## config.mk

```make
export PLATFORM = sky130hd
export DESIGN_NAME = sft_core
export DESIGN_NICKNAME = d
export VERILOG_FILES = /design/src/rtl/sft_pkg.sv /design/src/rtl/sft_filter.sv /design/src/rtl/sft_core.sv
export SDC_FILE = /design/constraint.sdc
export NUM_CORES = 2
export LEC_CHECK = 0
export BUFFER_PORTS_ARGS = -buffer_cell sky130_fd_sc_hd__buf_2
export CAP_MARGIN = 20
export CORE_ASPECT_RATIO = 1.1
export CORE_UTILIZATION = 59
export CTS_CLUSTER_SIZE = 20
export DETAILED_ROUTE_END_ITERATION = 8
export MAX_ROUTING_LAYER = met4
export PLACE_DENSITY_LB_ADDON = 0.3
export SETUP_SLACK_MARGIN = 0.5
export SYNTH_ARGS = -nofsm -noshare
export SYNTH_HDL_FRONTEND = slang
export SYNTH_SLANG_ARGS = --single-unit
```

## constraint.sdc

```tcl
create_clock -name clk_i -period 22 [get_ports clk_i]
set_clock_uncertainty 0.1 [all_clocks]
set_input_delay 0 -clock clk_i [delete_from_list [all_inputs] [get_ports clk_i]]
set_output_delay 0 -clock clk_i [all_outputs]
set_load 0.03 [all_outputs]
```

## src/rtl/sft_pkg.sv

```systemverilog
// Shared constants and types for the sample filter and range addressing core.
// Assumes a single 20 MHz clock and an AXI4-Lite register port with 8-bit addresses.
package sft_pkg;

	// ------------------------------------------------------------
	// Timing
	// ------------------------------------------------------------
	localparam int unsigned CLK_HZ           = 20_000_000;
	localparam int unsigned SAMPLE_PERIOD_MS = 20;
	localparam int unsigned SAMPLE_CYC       = CLK_HZ / 1000 * SAMPLE_PERIOD_MS;
	localparam int unsigned UART_BAUD        = 9600;
	localparam logic [15:0] BAUD_DIV_RST     = 16'(CLK_HZ / UART_BAUD);

	// ------------------------------------------------------------
	// Datapath widths and filter constants
	// ------------------------------------------------------------
	localparam int unsigned RAW_W      = 24;
	localparam int unsigned WEIGHT_W   = 7;
	localparam logic [6:0]  WEIGHT_RST = 7'h5A;
	localparam logic [6:0]  WEIGHT_MAX = 7'h63;
	localparam logic [6:0]  PCT_FULL   = 7'h64;
	// A step is large when step * 5000 exceeds full scale, i.e. above 0.02 %.
	localparam logic [12:0] STEP_DIV   = 13'h1388;
	localparam logic [23:0] FSCALE_RST = 24'hFFFFFF;

	// ------------------------------------------------------------
	// Characters
	// ------------------------------------------------------------
	localparam logic [7:0] ADDR_RST    = 8'h31;
	localparam logic [7:0] CH_WILD     = 8'h2A;
	localparam logic [7:0] CH_START    = 8'h23;
	localparam logic [7:0] CH_CR       = 8'h0D;
	localparam logic [7:0] CH_LF       = 8'h0A;
	localparam logic [7:0] CH_QUERY    = 8'h3F;

	// ------------------------------------------------------------
	// Register byte offsets
	// ------------------------------------------------------------
	localparam logic [7:0] OFS_CTRL    = 8'h00;
	localparam logic [7:0] OFS_WEIGHT0 = 8'h04;
	localparam logic [7:0] OFS_WEIGHT1 = 8'h08;
	localparam logic [7:0] OFS_ADDR0   = 8'h0C;
	localparam logic [7:0] OFS_ADDR1   = 8'h10;
	localparam logic [7:0] OFS_FSCALE0 = 8'h14;
	localparam logic [7:0] OFS_FSCALE1 = 8'h18;
	localparam logic [7:0] OFS_BAUD    = 8'h1C;
	localparam logic [7:0] OFS_PRESS   = 8'h20;
	localparam logic [7:0] OFS_RAW     = 8'h24;
	localparam logic [7:0] OFS_STATUS  = 8'h28;

	localparam logic [1:0] RESP_OKAY   = 2'h0;
	localparam logic [1:0] RESP_SLVERR = 2'h2;

	// ------------------------------------------------------------
	// Types
	// ------------------------------------------------------------
	typedef struct packed {
		logic [7:0]  addr;
		logic [6:0]  weight;
		logic [23:0] fscale;
	} sft_range_cfg_t;

	typedef struct packed {
		logic [7:0] cmd;
		logic       query;
	} sft_frame_t;

	typedef enum logic [1:0] {
		PS_IDLE = 2'b00,
		PS_ADDR = 2'b01,
		PS_BODY = 2'b10,
		PS_SKIP = 2'b11
	} sft_parse_t;

	typedef enum logic [1:0] {
		RX_IDLE  = 2'b00,
		RX_START = 2'b01,
		RX_DATA  = 2'b10,
		RX_STOP  = 2'b11
	} sft_rx_t;

endpackage

```

## src/rtl/sft_filter.sv

```systemverilog
// Exponential smoothing filter with step bypass for one sample stream.
// Assumes one strobe per sample period and weight already limited to 0..99.
`timescale 1ns/1ps
module sft_filter (
	// Clock and reset
	input  wire logic                      clk_i,
	input  wire logic                      sys_rst_i,
	// Sample in and settings of the active range
	input  wire logic                      sample_stb_i,
	input  wire logic [sft_pkg::RAW_W-1:0] raw_i,
	input  wire logic [6:0]                weight_i,
	input  wire logic [23:0]               fscale_i,
	// Filtered result
	output logic      [sft_pkg::RAW_W-1:0] filt_o,
	output logic                           bypass_o,
	output logic                           primed_o
);
	import sft_pkg::*;

	logic [RAW_W-1:0] prev_raw;
	logic [RAW_W-1:0] next_prev_raw;
	logic [RAW_W-1:0] next_filt;
	logic             next_bypass;
	logic             next_primed;
	logic [RAW_W-1:0] diff;
	logic [36:0]      step_scaled;
	logic             big_step;
	logic [31:0]      blend;

	always_comb begin
		diff        = (raw_i >= prev_raw) ? raw_i - prev_raw : prev_raw - raw_i;
		step_scaled = 37'(diff) * 37'(STEP_DIV);
		big_step    = step_scaled > 37'(fscale_i);
		blend       = (32'(filt_o) * 32'(weight_i)
			+ 32'(raw_i) * 32'(PCT_FULL - weight_i)) / 32'(PCT_FULL);
		next_prev_raw = prev_raw;
		next_filt     = filt_o;
		next_bypass   = bypass_o;
		next_primed   = primed_o;
		if (sample_stb_i) begin
			next_prev_raw = raw_i;
			next_primed   = 1'b1;
			// History survives range switches; only reset clears it.
			if (!primed_o) begin
				next_filt   = raw_i;
				next_bypass = 1'b0;
			end else if (weight_i == 7'h00) begin
				next_filt   = raw_i;
				next_bypass = 1'b0;
			end else if (big_step) begin
				// Large steps pass through, bounding any skew.
				next_filt   = raw_i;
				next_bypass = 1'b1;
			end else begin
				next_filt   = blend[RAW_W-1:0];
				next_bypass = 1'b0;
			end
		end
	end

	always_ff @(posedge clk_i) begin
		if (sys_rst_i) begin
			prev_raw <= '0;
			filt_o   <= '0;
			bypass_o <= 1'b0;
			primed_o <= 1'b0;
		end else begin
			prev_raw <= next_prev_raw;
			filt_o   <= next_filt;
			bypass_o <= next_bypass;
			primed_o <= next_primed;
		end
	end
endmodule

```

## src/rtl/sft_core.sv

```systemverilog
// Core of a sampling pressure transducer: sample timer, per-range filter settings,
// serial frame receiver and address filter, AXI4-Lite register slave.
// Assumes raw samples and the serial receive line are synchronous to clk_i.
//
// Implementation choices: the register offsets and the AXI4-Lite register port.
`timescale 1ns/1ps
module sft_core #(
	parameter int unsigned SAMPLE_CYC_P = sft_pkg::SAMPLE_CYC
) (
	// Clock and reset
	input  wire logic                      clk_i,
	input  wire logic                      sys_rst_i,
	// AXI4-Lite write channels
	input  wire logic [7:0]                s_axi_awaddr_i,
	input  wire logic                      s_axi_awvalid_i,
	output logic                           s_axi_awready_o,
	input  wire logic [31:0]               s_axi_wdata_i,
	input  wire logic [3:0]                s_axi_wstrb_i,
	input  wire logic                      s_axi_wvalid_i,
	output logic                           s_axi_wready_o,
	output logic      [1:0]                s_axi_bresp_o,
	output logic                           s_axi_bvalid_o,
	input  wire logic                      s_axi_bready_i,
	// AXI4-Lite read channels
	input  wire logic [7:0]                s_axi_araddr_i,
	input  wire logic                      s_axi_arvalid_i,
	output logic                           s_axi_arready_o,
	output logic      [31:0]               s_axi_rdata_o,
	output logic      [1:0]                s_axi_rresp_o,
	output logic                           s_axi_rvalid_o,
	input  wire logic                      s_axi_rready_i,
	// Pressure front end
	input  wire logic [sft_pkg::RAW_W-1:0] raw_sample_i,
	output logic                           sample_stb_o,
	output logic      [sft_pkg::RAW_W-1:0] pressure_o,
	output logic                           pressure_valid_o,
	// Serial receive and decoded frames
	input  wire logic                      rx_i,
	output sft_pkg::sft_frame_t            cmd_o,
	output logic                           cmd_valid_o,
	output logic      [7:0]                reply_lead_o
);
	import sft_pkg::*;

	function automatic logic [7:0] to_upper(input logic [7:0] c);
		return (c >= 8'h61 && c <= 8'h7A) ? c - 8'h20 : c;
	endfunction

	function automatic logic addr_ok(input logic [7:0] c);
		return (c >= 8'h30 && c <= 8'h39) || (c >= 8'h41 && c <= 8'h5A);
	endfunction

	function automatic logic [31:0] merge(input logic [31:0] old, input logic [31:0] nw,
		input logic [3:0] strb);
		logic [31:0] r;
		r = old;
		for (int i = 0; i < 4; i++) begin
			if (strb[i]) begin
				r[i*8 +: 8] = nw[i*8 +: 8];
			end
		end
		return r;
	endfunction

	// ------------------------------------------------------------
	// Sample timer
	// ------------------------------------------------------------
	logic [31:0]      tick_cnt;
	logic [31:0]      next_tick_cnt;
	logic             next_sample_stb;
	logic [RAW_W-1:0] raw_hold;
	logic [RAW_W-1:0] next_raw_hold;

	always_comb begin
		next_sample_stb = 1'b0;
		next_tick_cnt   = tick_cnt + 32'h1;
		next_raw_hold   = raw_hold;
		if (tick_cnt == 32'(SAMPLE_CYC_P - 1)) begin
			next_tick_cnt   = 32'h0;
			next_sample_stb = 1'b1;
			next_raw_hold   = raw_sample_i;
		end
	end

	always_ff @(posedge clk_i) begin
		if (sys_rst_i) begin
			tick_cnt         <= 32'h0;
			sample_stb_o     <= 1'b0;
			raw_hold         <= '0;
			pressure_valid_o <= 1'b0;
		end else begin
			tick_cnt         <= next_tick_cnt;
			sample_stb_o     <= next_sample_stb;
			raw_hold         <= next_raw_hold;
			pressure_valid_o <= sample_stb_o;
		end
	end

	// ------------------------------------------------------------
	// Registers and AXI4-Lite slave
	// ------------------------------------------------------------
	sft_range_cfg_t cfg [2];
	sft_range_cfg_t next_cfg [2];
	logic           range_sel;
	logic           next_range_sel;
	logic [15:0]    baud_div;
	logic [15:0]    next_baud_div;
	logic           aw_full, w_full;
	logic           next_aw_full, next_w_full;
	logic [7:0]     wa, next_wa;
	logic [31:0]    wd, next_wd;
	logic [3:0]     ws, next_ws;
	logic           next_awready, next_wready, next_bvalid, next_arready, next_rvalid;
	logic [1:0]     next_bresp, next_rresp;
	logic [31:0]    next_rdata;
	logic [31:0]    wv;
	logic [7:0]     up;
	logic           filt_bypass, filt_primed;
	sft_range_cfg_t act;

	assign act = cfg[range_sel];

	always_comb begin
		next_cfg       = cfg;
		next_range_sel = range_sel;
		next_baud_div  = baud_div;
		next_aw_full   = aw_full;
		next_w_full    = w_full;
		next_wa        = wa;
		next_wd        = wd;
		next_ws        = ws;
		next_bvalid    = s_axi_bvalid_o;
		next_bresp     = s_axi_bresp_o;
		next_rvalid    = s_axi_rvalid_o;
		next_rresp     = s_axi_rresp_o;
		next_rdata     = s_axi_rdata_o;
		wv             = 32'h0;
		up             = 8'h00;
		if (s_axi_bvalid_o && s_axi_bready_i) begin
			next_bvalid = 1'b0;
		end
		if (s_axi_awvalid_i && s_axi_awready_o) begin
			next_aw_full = 1'b1;
			next_wa      = s_axi_awaddr_i;
		end
		if (s_axi_wvalid_i && s_axi_wready_o) begin
			next_w_full = 1'b1;
			next_wd     = s_axi_wdata_i;
			next_ws     = s_axi_wstrb_i;
		end
		if (next_aw_full && next_w_full && !next_bvalid) begin
			next_aw_full = 1'b0;
			next_w_full  = 1'b0;
			next_bvalid  = 1'b1;
			next_bresp   = RESP_OKAY;
			unique case ({next_wa[7:2], 2'b00})
				OFS_CTRL: begin
					wv             = merge({31'h0, range_sel}, next_wd, next_ws);
					next_range_sel = wv[0];
				end
				OFS_WEIGHT0, OFS_WEIGHT1: begin
					wv = merge({25'h0, cfg[next_wa[3]].weight}, next_wd, next_ws);
					// Out-of-range weights saturate instead of wrapping.
					next_cfg[next_wa[3]].weight = (wv > 32'(WEIGHT_MAX)) ? WEIGHT_MAX
						: wv[6:0];
				end
				OFS_ADDR0, OFS_ADDR1: begin
					wv = merge({24'h0, cfg[next_wa[4]].addr}, next_wd, next_ws);
					up = to_upper(wv[7:0]);
					// Invalid address characters are dropped, keeping the old one.
					if (wv[31:8] == 24'h0 && addr_ok(up)) begin
						next_cfg[next_wa[4]].addr = up;
					end
				end
				OFS_FSCALE0, OFS_FSCALE1: begin
					wv = merge({8'h0, cfg[next_wa[3]].fscale}, next_wd, next_ws);
					next_cfg[next_wa[3]].fscale = wv[23:0];
				end
				OFS_BAUD: begin
					wv            = merge({16'h0, baud_div}, next_wd, next_ws);
					next_baud_div = (wv[15:0] < 16'h0004) ? 16'h0004 : wv[15:0];
				end
				default: next_bresp = RESP_SLVERR;
			endcase
		end
		if (s_axi_rvalid_o && s_axi_rready_i) begin
			next_rvalid = 1'b0;
		end
		if (s_axi_arvalid_i && s_axi_arready_o) begin
			next_rvalid = 1'b1;
			next_rresp  = RESP_OKAY;
			unique case ({s_axi_araddr_i[7:2], 2'b00})
				OFS_CTRL:    next_rdata = {31'h0, range_sel};
				OFS_WEIGHT0: next_rdata = {25'h0, cfg[0].weight};
				OFS_WEIGHT1: next_rdata = {25'h0, cfg[1].weight};
				OFS_ADDR0:   next_rdata = {24'h0, cfg[0].addr};
				OFS_ADDR1:   next_rdata = {24'h0, cfg[1].addr};
				OFS_FSCALE0: next_rdata = {8'h0, cfg[0].fscale};
				OFS_FSCALE1: next_rdata = {8'h0, cfg[1].fscale};
				OFS_BAUD:    next_rdata = {16'h0, baud_div};
				OFS_PRESS:   next_rdata = {8'h0, pressure_o};
				OFS_RAW:     next_rdata = {8'h0, raw_hold};
				OFS_STATUS:  next_rdata = {30'h0, filt_primed, filt_bypass};
				default: begin
					next_rdata = 32'h0;
					next_rresp = RESP_SLVERR;
				end
			endcase
		end
		next_awready = !next_aw_full && !next_bvalid;
		next_wready  = !next_w_full && !next_bvalid;
		next_arready = !next_rvalid;
	end

	always_ff @(posedge clk_i) begin
		if (sys_rst_i) begin
			for (int i = 0; i < 2; i++) begin
				cfg[i] <= '{addr: ADDR_RST,
					weight: WEIGHT_RST, fscale: FSCALE_RST};
			end
			range_sel       <= 1'b0;
			baud_div        <= BAUD_DIV_RST;
			aw_full         <= 1'b0;
			w_full          <= 1'b0;
			wa              <= 8'h00;
			wd              <= 32'h0;
			ws              <= 4'h0;
			s_axi_awready_o <= 1'b0;
			s_axi_wready_o  <= 1'b0;
			s_axi_bvalid_o  <= 1'b0;
			s_axi_bresp_o   <= RESP_OKAY;
			s_axi_arready_o <= 1'b0;
			s_axi_rvalid_o  <= 1'b0;
			s_axi_rresp_o   <= RESP_OKAY;
			s_axi_rdata_o   <= 32'h0;
			reply_lead_o    <= ADDR_RST;
		end else begin
			cfg             <= next_cfg;
			range_sel       <= next_range_sel;
			baud_div        <= next_baud_div;
			aw_full         <= next_aw_full;
			w_full          <= next_w_full;
			wa              <= next_wa;
			wd              <= next_wd;
			ws              <= next_ws;
			s_axi_awready_o <= next_awready;
			s_axi_wready_o  <= next_wready;
			s_axi_bvalid_o  <= next_bvalid;
			s_axi_bresp_o   <= next_bresp;
			s_axi_arready_o <= next_arready;
			s_axi_rvalid_o  <= next_rvalid;
			s_axi_rresp_o   <= next_rresp;
			s_axi_rdata_o   <= next_rdata;
			reply_lead_o    <= act.addr;
		end
	end

	// ------------------------------------------------------------
	// Filter
	// ------------------------------------------------------------
	sft_filter u_filter (
		.clk_i        (clk_i),
		.sys_rst_i    (sys_rst_i),
		.sample_stb_i (sample_stb_o),
		.raw_i        (raw_hold),
		.weight_i     (act.weight),
		.fscale_i     (act.fscale),
		.filt_o       (pressure_o),
		.bypass_o     (filt_bypass),
		.primed_o     (filt_primed)
	);

	// ------------------------------------------------------------
	// Serial receiver, 8 data bits, no parity, 1 stop bit
	// ------------------------------------------------------------
	sft_rx_t     rx_st, next_rx_st;
	logic [15:0] rx_cnt, next_rx_cnt;
	logic [2:0]  rx_bit, next_rx_bit;
	logic [7:0]  rx_sh, next_rx_sh;
	logic        byte_stb, next_byte_stb;

	always_comb begin
		next_rx_st    = rx_st;
		next_rx_cnt   = (rx_cnt == 16'h0) ? 16'h0 : rx_cnt - 16'h1;
		next_rx_bit   = rx_bit;
		next_rx_sh    = rx_sh;
		next_byte_stb = 1'b0;
		unique case (rx_st)
			RX_IDLE: if (!rx_i) begin
				next_rx_st  = RX_START;
				next_rx_cnt = {1'b0, baud_div[15:1]};
			end
			RX_START: if (rx_cnt == 16'h0) begin
				next_rx_st  = rx_i ? RX_IDLE : RX_DATA;
				next_rx_cnt = baud_div - 16'h1;
				next_rx_bit = 3'h0;
			end
			RX_DATA: if (rx_cnt == 16'h0) begin
				next_rx_sh  = {rx_i, rx_sh[7:1]};
				next_rx_cnt = baud_div - 16'h1;
				next_rx_bit = rx_bit + 3'h1;
				if (rx_bit == 3'h7) begin
					next_rx_st = RX_STOP;
				end
			end
			RX_STOP: if (rx_cnt == 16'h0) begin
				// A missing stop bit discards the character as a framing error.
				next_byte_stb = rx_i;
				next_rx_st    = RX_IDLE;
			end
		endcase
	end

	always_ff @(posedge clk_i) begin
		if (sys_rst_i) begin
			rx_st    <= RX_IDLE;
			rx_cnt   <= 16'h0;
			rx_bit   <= 3'h0;
			rx_sh    <= 8'h00;
			byte_stb <= 1'b0;
		end else begin
			rx_st    <= next_rx_st;
			rx_cnt   <= next_rx_cnt;
			rx_bit   <= next_rx_bit;
			rx_sh    <= next_rx_sh;
			byte_stb <= next_byte_stb;
		end
	end

	// ------------------------------------------------------------
	// Frame parser and address filter
	// ------------------------------------------------------------
	sft_parse_t ps, next_ps;
	logic       have_cmd, next_have_cmd;
	sft_frame_t next_cmd;
	logic       next_cmd_valid;
	logic [7:0] ch;

	always_comb begin
		ch             = to_upper(rx_sh);
		next_ps        = ps;
		next_have_cmd  = have_cmd;
		next_cmd       = cmd_o;
		next_cmd_valid = 1'b0;
		if (byte_stb) begin
			if (ch == CH_START) begin
				// A pound always restarts, so a broken frame cannot swallow the next.
				next_ps       = PS_ADDR;
				next_have_cmd = 1'b0;
			end else begin
				unique case (ps)
					PS_IDLE: next_ps = PS_IDLE;
					PS_ADDR: begin
						// Only the active range address or the wildcard is accepted.
						next_ps = (ch == act.addr || ch == CH_WILD) ? PS_BODY
							: PS_SKIP;
					end
					PS_BODY: begin
						if (ch == CH_CR || ch == CH_LF) begin
							next_ps        = PS_IDLE;
							next_cmd_valid = have_cmd;
						end else if (!have_cmd) begin
							next_have_cmd = 1'b1;
							next_cmd      = '{cmd: ch, query: ch == CH_QUERY};
						end
					end
					PS_SKIP: if (ch == CH_CR || ch == CH_LF) begin
						next_ps = PS_IDLE;
					end
				endcase
			end
		end
	end

	always_ff @(posedge clk_i) begin
		if (sys_rst_i) begin
			ps          <= PS_IDLE;
			have_cmd    <= 1'b0;
			cmd_o       <= '{cmd: 8'h00, query: 1'b0};
			cmd_valid_o <= 1'b0;
		end else begin
			ps          <= next_ps;
			have_cmd    <= next_have_cmd;
			cmd_o       <= next_cmd;
			cmd_valid_o <= next_cmd_valid;
		end
	end

	logic [31:0] gap;
	logic        seen;
	always_ff @(posedge clk_i) begin
		if (sys_rst_i) begin
			gap  <= 32'h0;
			seen <= 1'b0;
		end else begin
			gap  <= sample_stb_o ? 32'h0 : gap + 32'h1;
			seen <= seen | sample_stb_o;
		end
	end
endmodule

```

==> metrics.md <==
| Metric | Value |
|---|---|
| Status | `complete, but fails checks` |
| Failing checks | `setup timing` |
| Die Wd | `260 um` |
| Placed Cells | `6,497` |
| Syn_area_per_cell | `8.30 um^2` |
| Sequential area share after synthesis | `15.2%` |
| Kind of critical path | `reg2reg` |
| GR Util All Layers | `36.5%` |
| Reg-to-reg endpoint | `u_filter.filt_o[1]` |
| Worst Hold End | `s_axi_rdata_o[1]` |
| Reg2reg start | `range_sel` |
| Worst hold start | `s_axi_araddr_i[4]` |
| CTS tree | `built` |
| Initial drt markers | `3,288` |
| Fin area | `52,800 um^2` |
| Placed inst area | `48,100 um^2` |
| Share of cells above drive strength 1 | `21.0%` |
| R2R Setup Slk | `-0.40 ns` |
| HP Class | `in2reg` |
| Rows | `103` |
| Critical Path RT | `22.32 ns` |
| Max VDD drop | `0.0424 mV` |
| Yosys cell types | `151` |
| Reg2reg path depth | `92` |
| Hold Fails Final Rpt | `0` |
| Share of the synthesized area in the top cell type | `22.2%` |
| Pin count of the biggest net entering global routing | `110` |
| PortBufs | `154` |
| DPL Wire Length | `99,800 um` |
| Non-filler cells, final | `6,786` |
| Max Transition Viols Final | `0` |
| Syn Inst Count | `5,223` |
| Ys async rst share | `0%` |
| Worst-skew pair later-pin latency | `0.58 ns` |
| Core area | `72,200 um^2` |
| Slowest CP cell | `fa_2` |
| Dominant cells by area after synthesis | `fa_1, dfxtp_1, ha_1` |
| Post-Route WL | `134,000 um` |
| Clk sinks | `329` |
| CP max stage delay | `0.64 ns` |
| Root Buffer | `clkbuf_16` |
| Vias in the first global route | `39,900` |
| Drt via density | `5.93` |
| Global-route wire length before repair | `211,000 um` |
| Post-synth EDFFs | `0` |
| Pleak | `24.6 nW` |
| Crit end category | `flip-flop` |
| Power density over cell area | `29.7 nW/um^2` |
| RePlAce Congestion | `0.989` |
| Tcrit/Tclk final | `102%` |
| DIE AREA | `74,600 um^2` |
| Yosys reg bits | `329` |
| TritonCTS Buffers | `37` |
| Max clock buf depth | `3` |
| Clock transition at path regs | `0.06 ns` |
| Detail Route Antenna Nets | `0` |
| IO Pins | `169` |
| Number of cells on the worst hold path | `6` |
| Relative slew slack | `25.3%` |
| H-tree levels | `2` |
| DRC Markers | `0` |
| Vias | `40,200` |
| Cell taking the most area after synthesis | `fa_1` |
| F_max | `44.6 MHz` |
| Worst-margin pin slew | `1.12 ns` |
| RSZ-0062 raised after global routing | `true` |
| Final net count | `6,667` |
| Initial antenna violation count | `6` |
| Synth Flop Type | `dfxtp_1` |
| Yosys warns | `0` |
| Die Y-Extent | `286 um` |
| Starting density of the core | `60.1%` |
| Routed len/inst | `19.8 um` |
| Crit-path max FO | `8` |
| Setup ws final | `-0.397 ns` |
| Tmin final | `22.40 ns` |
| Setup Viol. Count Final | `3` |
| Drt pass-1 iters | `6` |
| Total gr overflow | `0` |
| Core Util, Final | `73.2%` |
| P&R area growth vs syn | `21.8%` |
| Final hold slack | `0.0740 ns` |
| Syn Std Cell Area | `43,300 um^2` |
| Max-cap violations | `0` |
| Worst EP arrival | `22.72 ns` |
| Crit path launch type | `flip-flop` |
stage by stage:
stage	total power [mW]	setup TNS, ns	setup slack [ns]
after floorplan	0.841	0	0.197
after global placement	0.892	-0.0195	-0.0195
after detailed placement	0.899	-1.19	-0.530
after CTS	1.56	0	0.109
after global routing	1.62	-3.37	-1.08
final	1.57	-1.04	-0.397
layout by cell type (no fill, tap or decap), drive strengths merged, types with 45 or more instances in the layout:
cell and instances:
a211o 67, dlygate4sd3 89, clkbuf 50, ha 294
inv 766, nor2 524, nor3 90, o21ai 156
mux2i 202, nand2 537, xor2 75, a21o 86
and2 98, fa 481, xnor2 126, dfxtp 329
a22oi 45, buf 732, nand3 72, a21oi 266
a211oi 49, a31oi 49
per-layer routing:
metal / routed length, um / global-route usage [%] / vias to the layer above
met5: 0 / - / -
met4: 5470 / 12.4 / 0
met3: 11700 / 6.49 / 363
met2: 63300 / 58.5 / 1738
met1: 53900 / 46.4 / 19600
li1: - / - / 18500
power by group:
group	leakage [nW]	switching, mW	internal (mW)
clock network	0.611	0.282	0.374
logic	21.3	0.164	0.111
registers	2.66	0.0182	0.616
cell type report:
| type | instances | area [um^2] |
|---|---|---|
| antenna | 6 | 15.0 |
| clock buffer | 50 | 1090 |
| clock inverter | 16 | 180 |
| fill | 5257 | 19400 |
| inverter | 767 | 2890 |
| multi-input combinational | 3852 | 34500 |
| sequential | 329 | 6590 |
| tap | 945 | 1180 |
| timing repair buffer | 821 | 6330 |
Yosys cell counts, drive strengths merged (24+ instances only):
cell,instances
inv,766
nand2,537
nor2,523
fa,481
dfxtp,329
ha,294
a21oi,266
clkbuf,207
mux2i,202
o21ai,156
xnor2,126
and2,98
nor3,90
a21o,86
xor2,75
buf,74
nand3,72
a211o,67
a211oi,49
a31oi,49
a22oi,45
mux2,44
nand4,39
nand2b,37
nor2b,33
nor4,30
o211ai,27
and3,25
o21a,25
a22o,24
cells by family after synthesis:
logic type,share of synthesized area (%)
fa+ha+maj,30.9
flops,15.2
buf+inv,9.70
mux,6.13
simple gates,16.7
other cells,0.00865
compound gates,17.2
xor+xnor,4.22
critical path, delay by kind of cell, from the launching register on:
family / cells / cell delay (ns)
adders and majority gates: 11 / 5.06
muxes: 4 / 1.52
DFF: 1 / 0.41
and+or+nand+nor: 17 / 3.77
AOI/OAI and AO/OA: 37 / 8.59
xor gates and xnor gates: 2 / 0.28
buffers and inverters: 21 / 2.49
worst max-delay path by stage:
stage               slack [ns]  depth (start not counted)                 end       from
global placement         -0.02                         88  u_filter.filt_o[1]  range_sel
floorplan                 0.20                         94  u_filter.filt_o[1]  range_sel
CTS                       0.11                         92  u_filter.filt_o[0]  range_sel
finish                   -0.40                         92  u_filter.filt_o[1]  range_sel
detailed placement       -0.53                         88  u_filter.filt_o[1]  range_sel
global route             -1.08                         95  u_filter.filt_o[0]  range_sel
timing repair:
action	CTS	global route
resized for setup	126	169
setup buffers	62	63
endpoints found under the setup margin	4	5
cloned	2	0
pin swaps	109	147
hold endpoints to repair	204	0
hold buffers	89	0
Power figures use the tool's default switching activity.
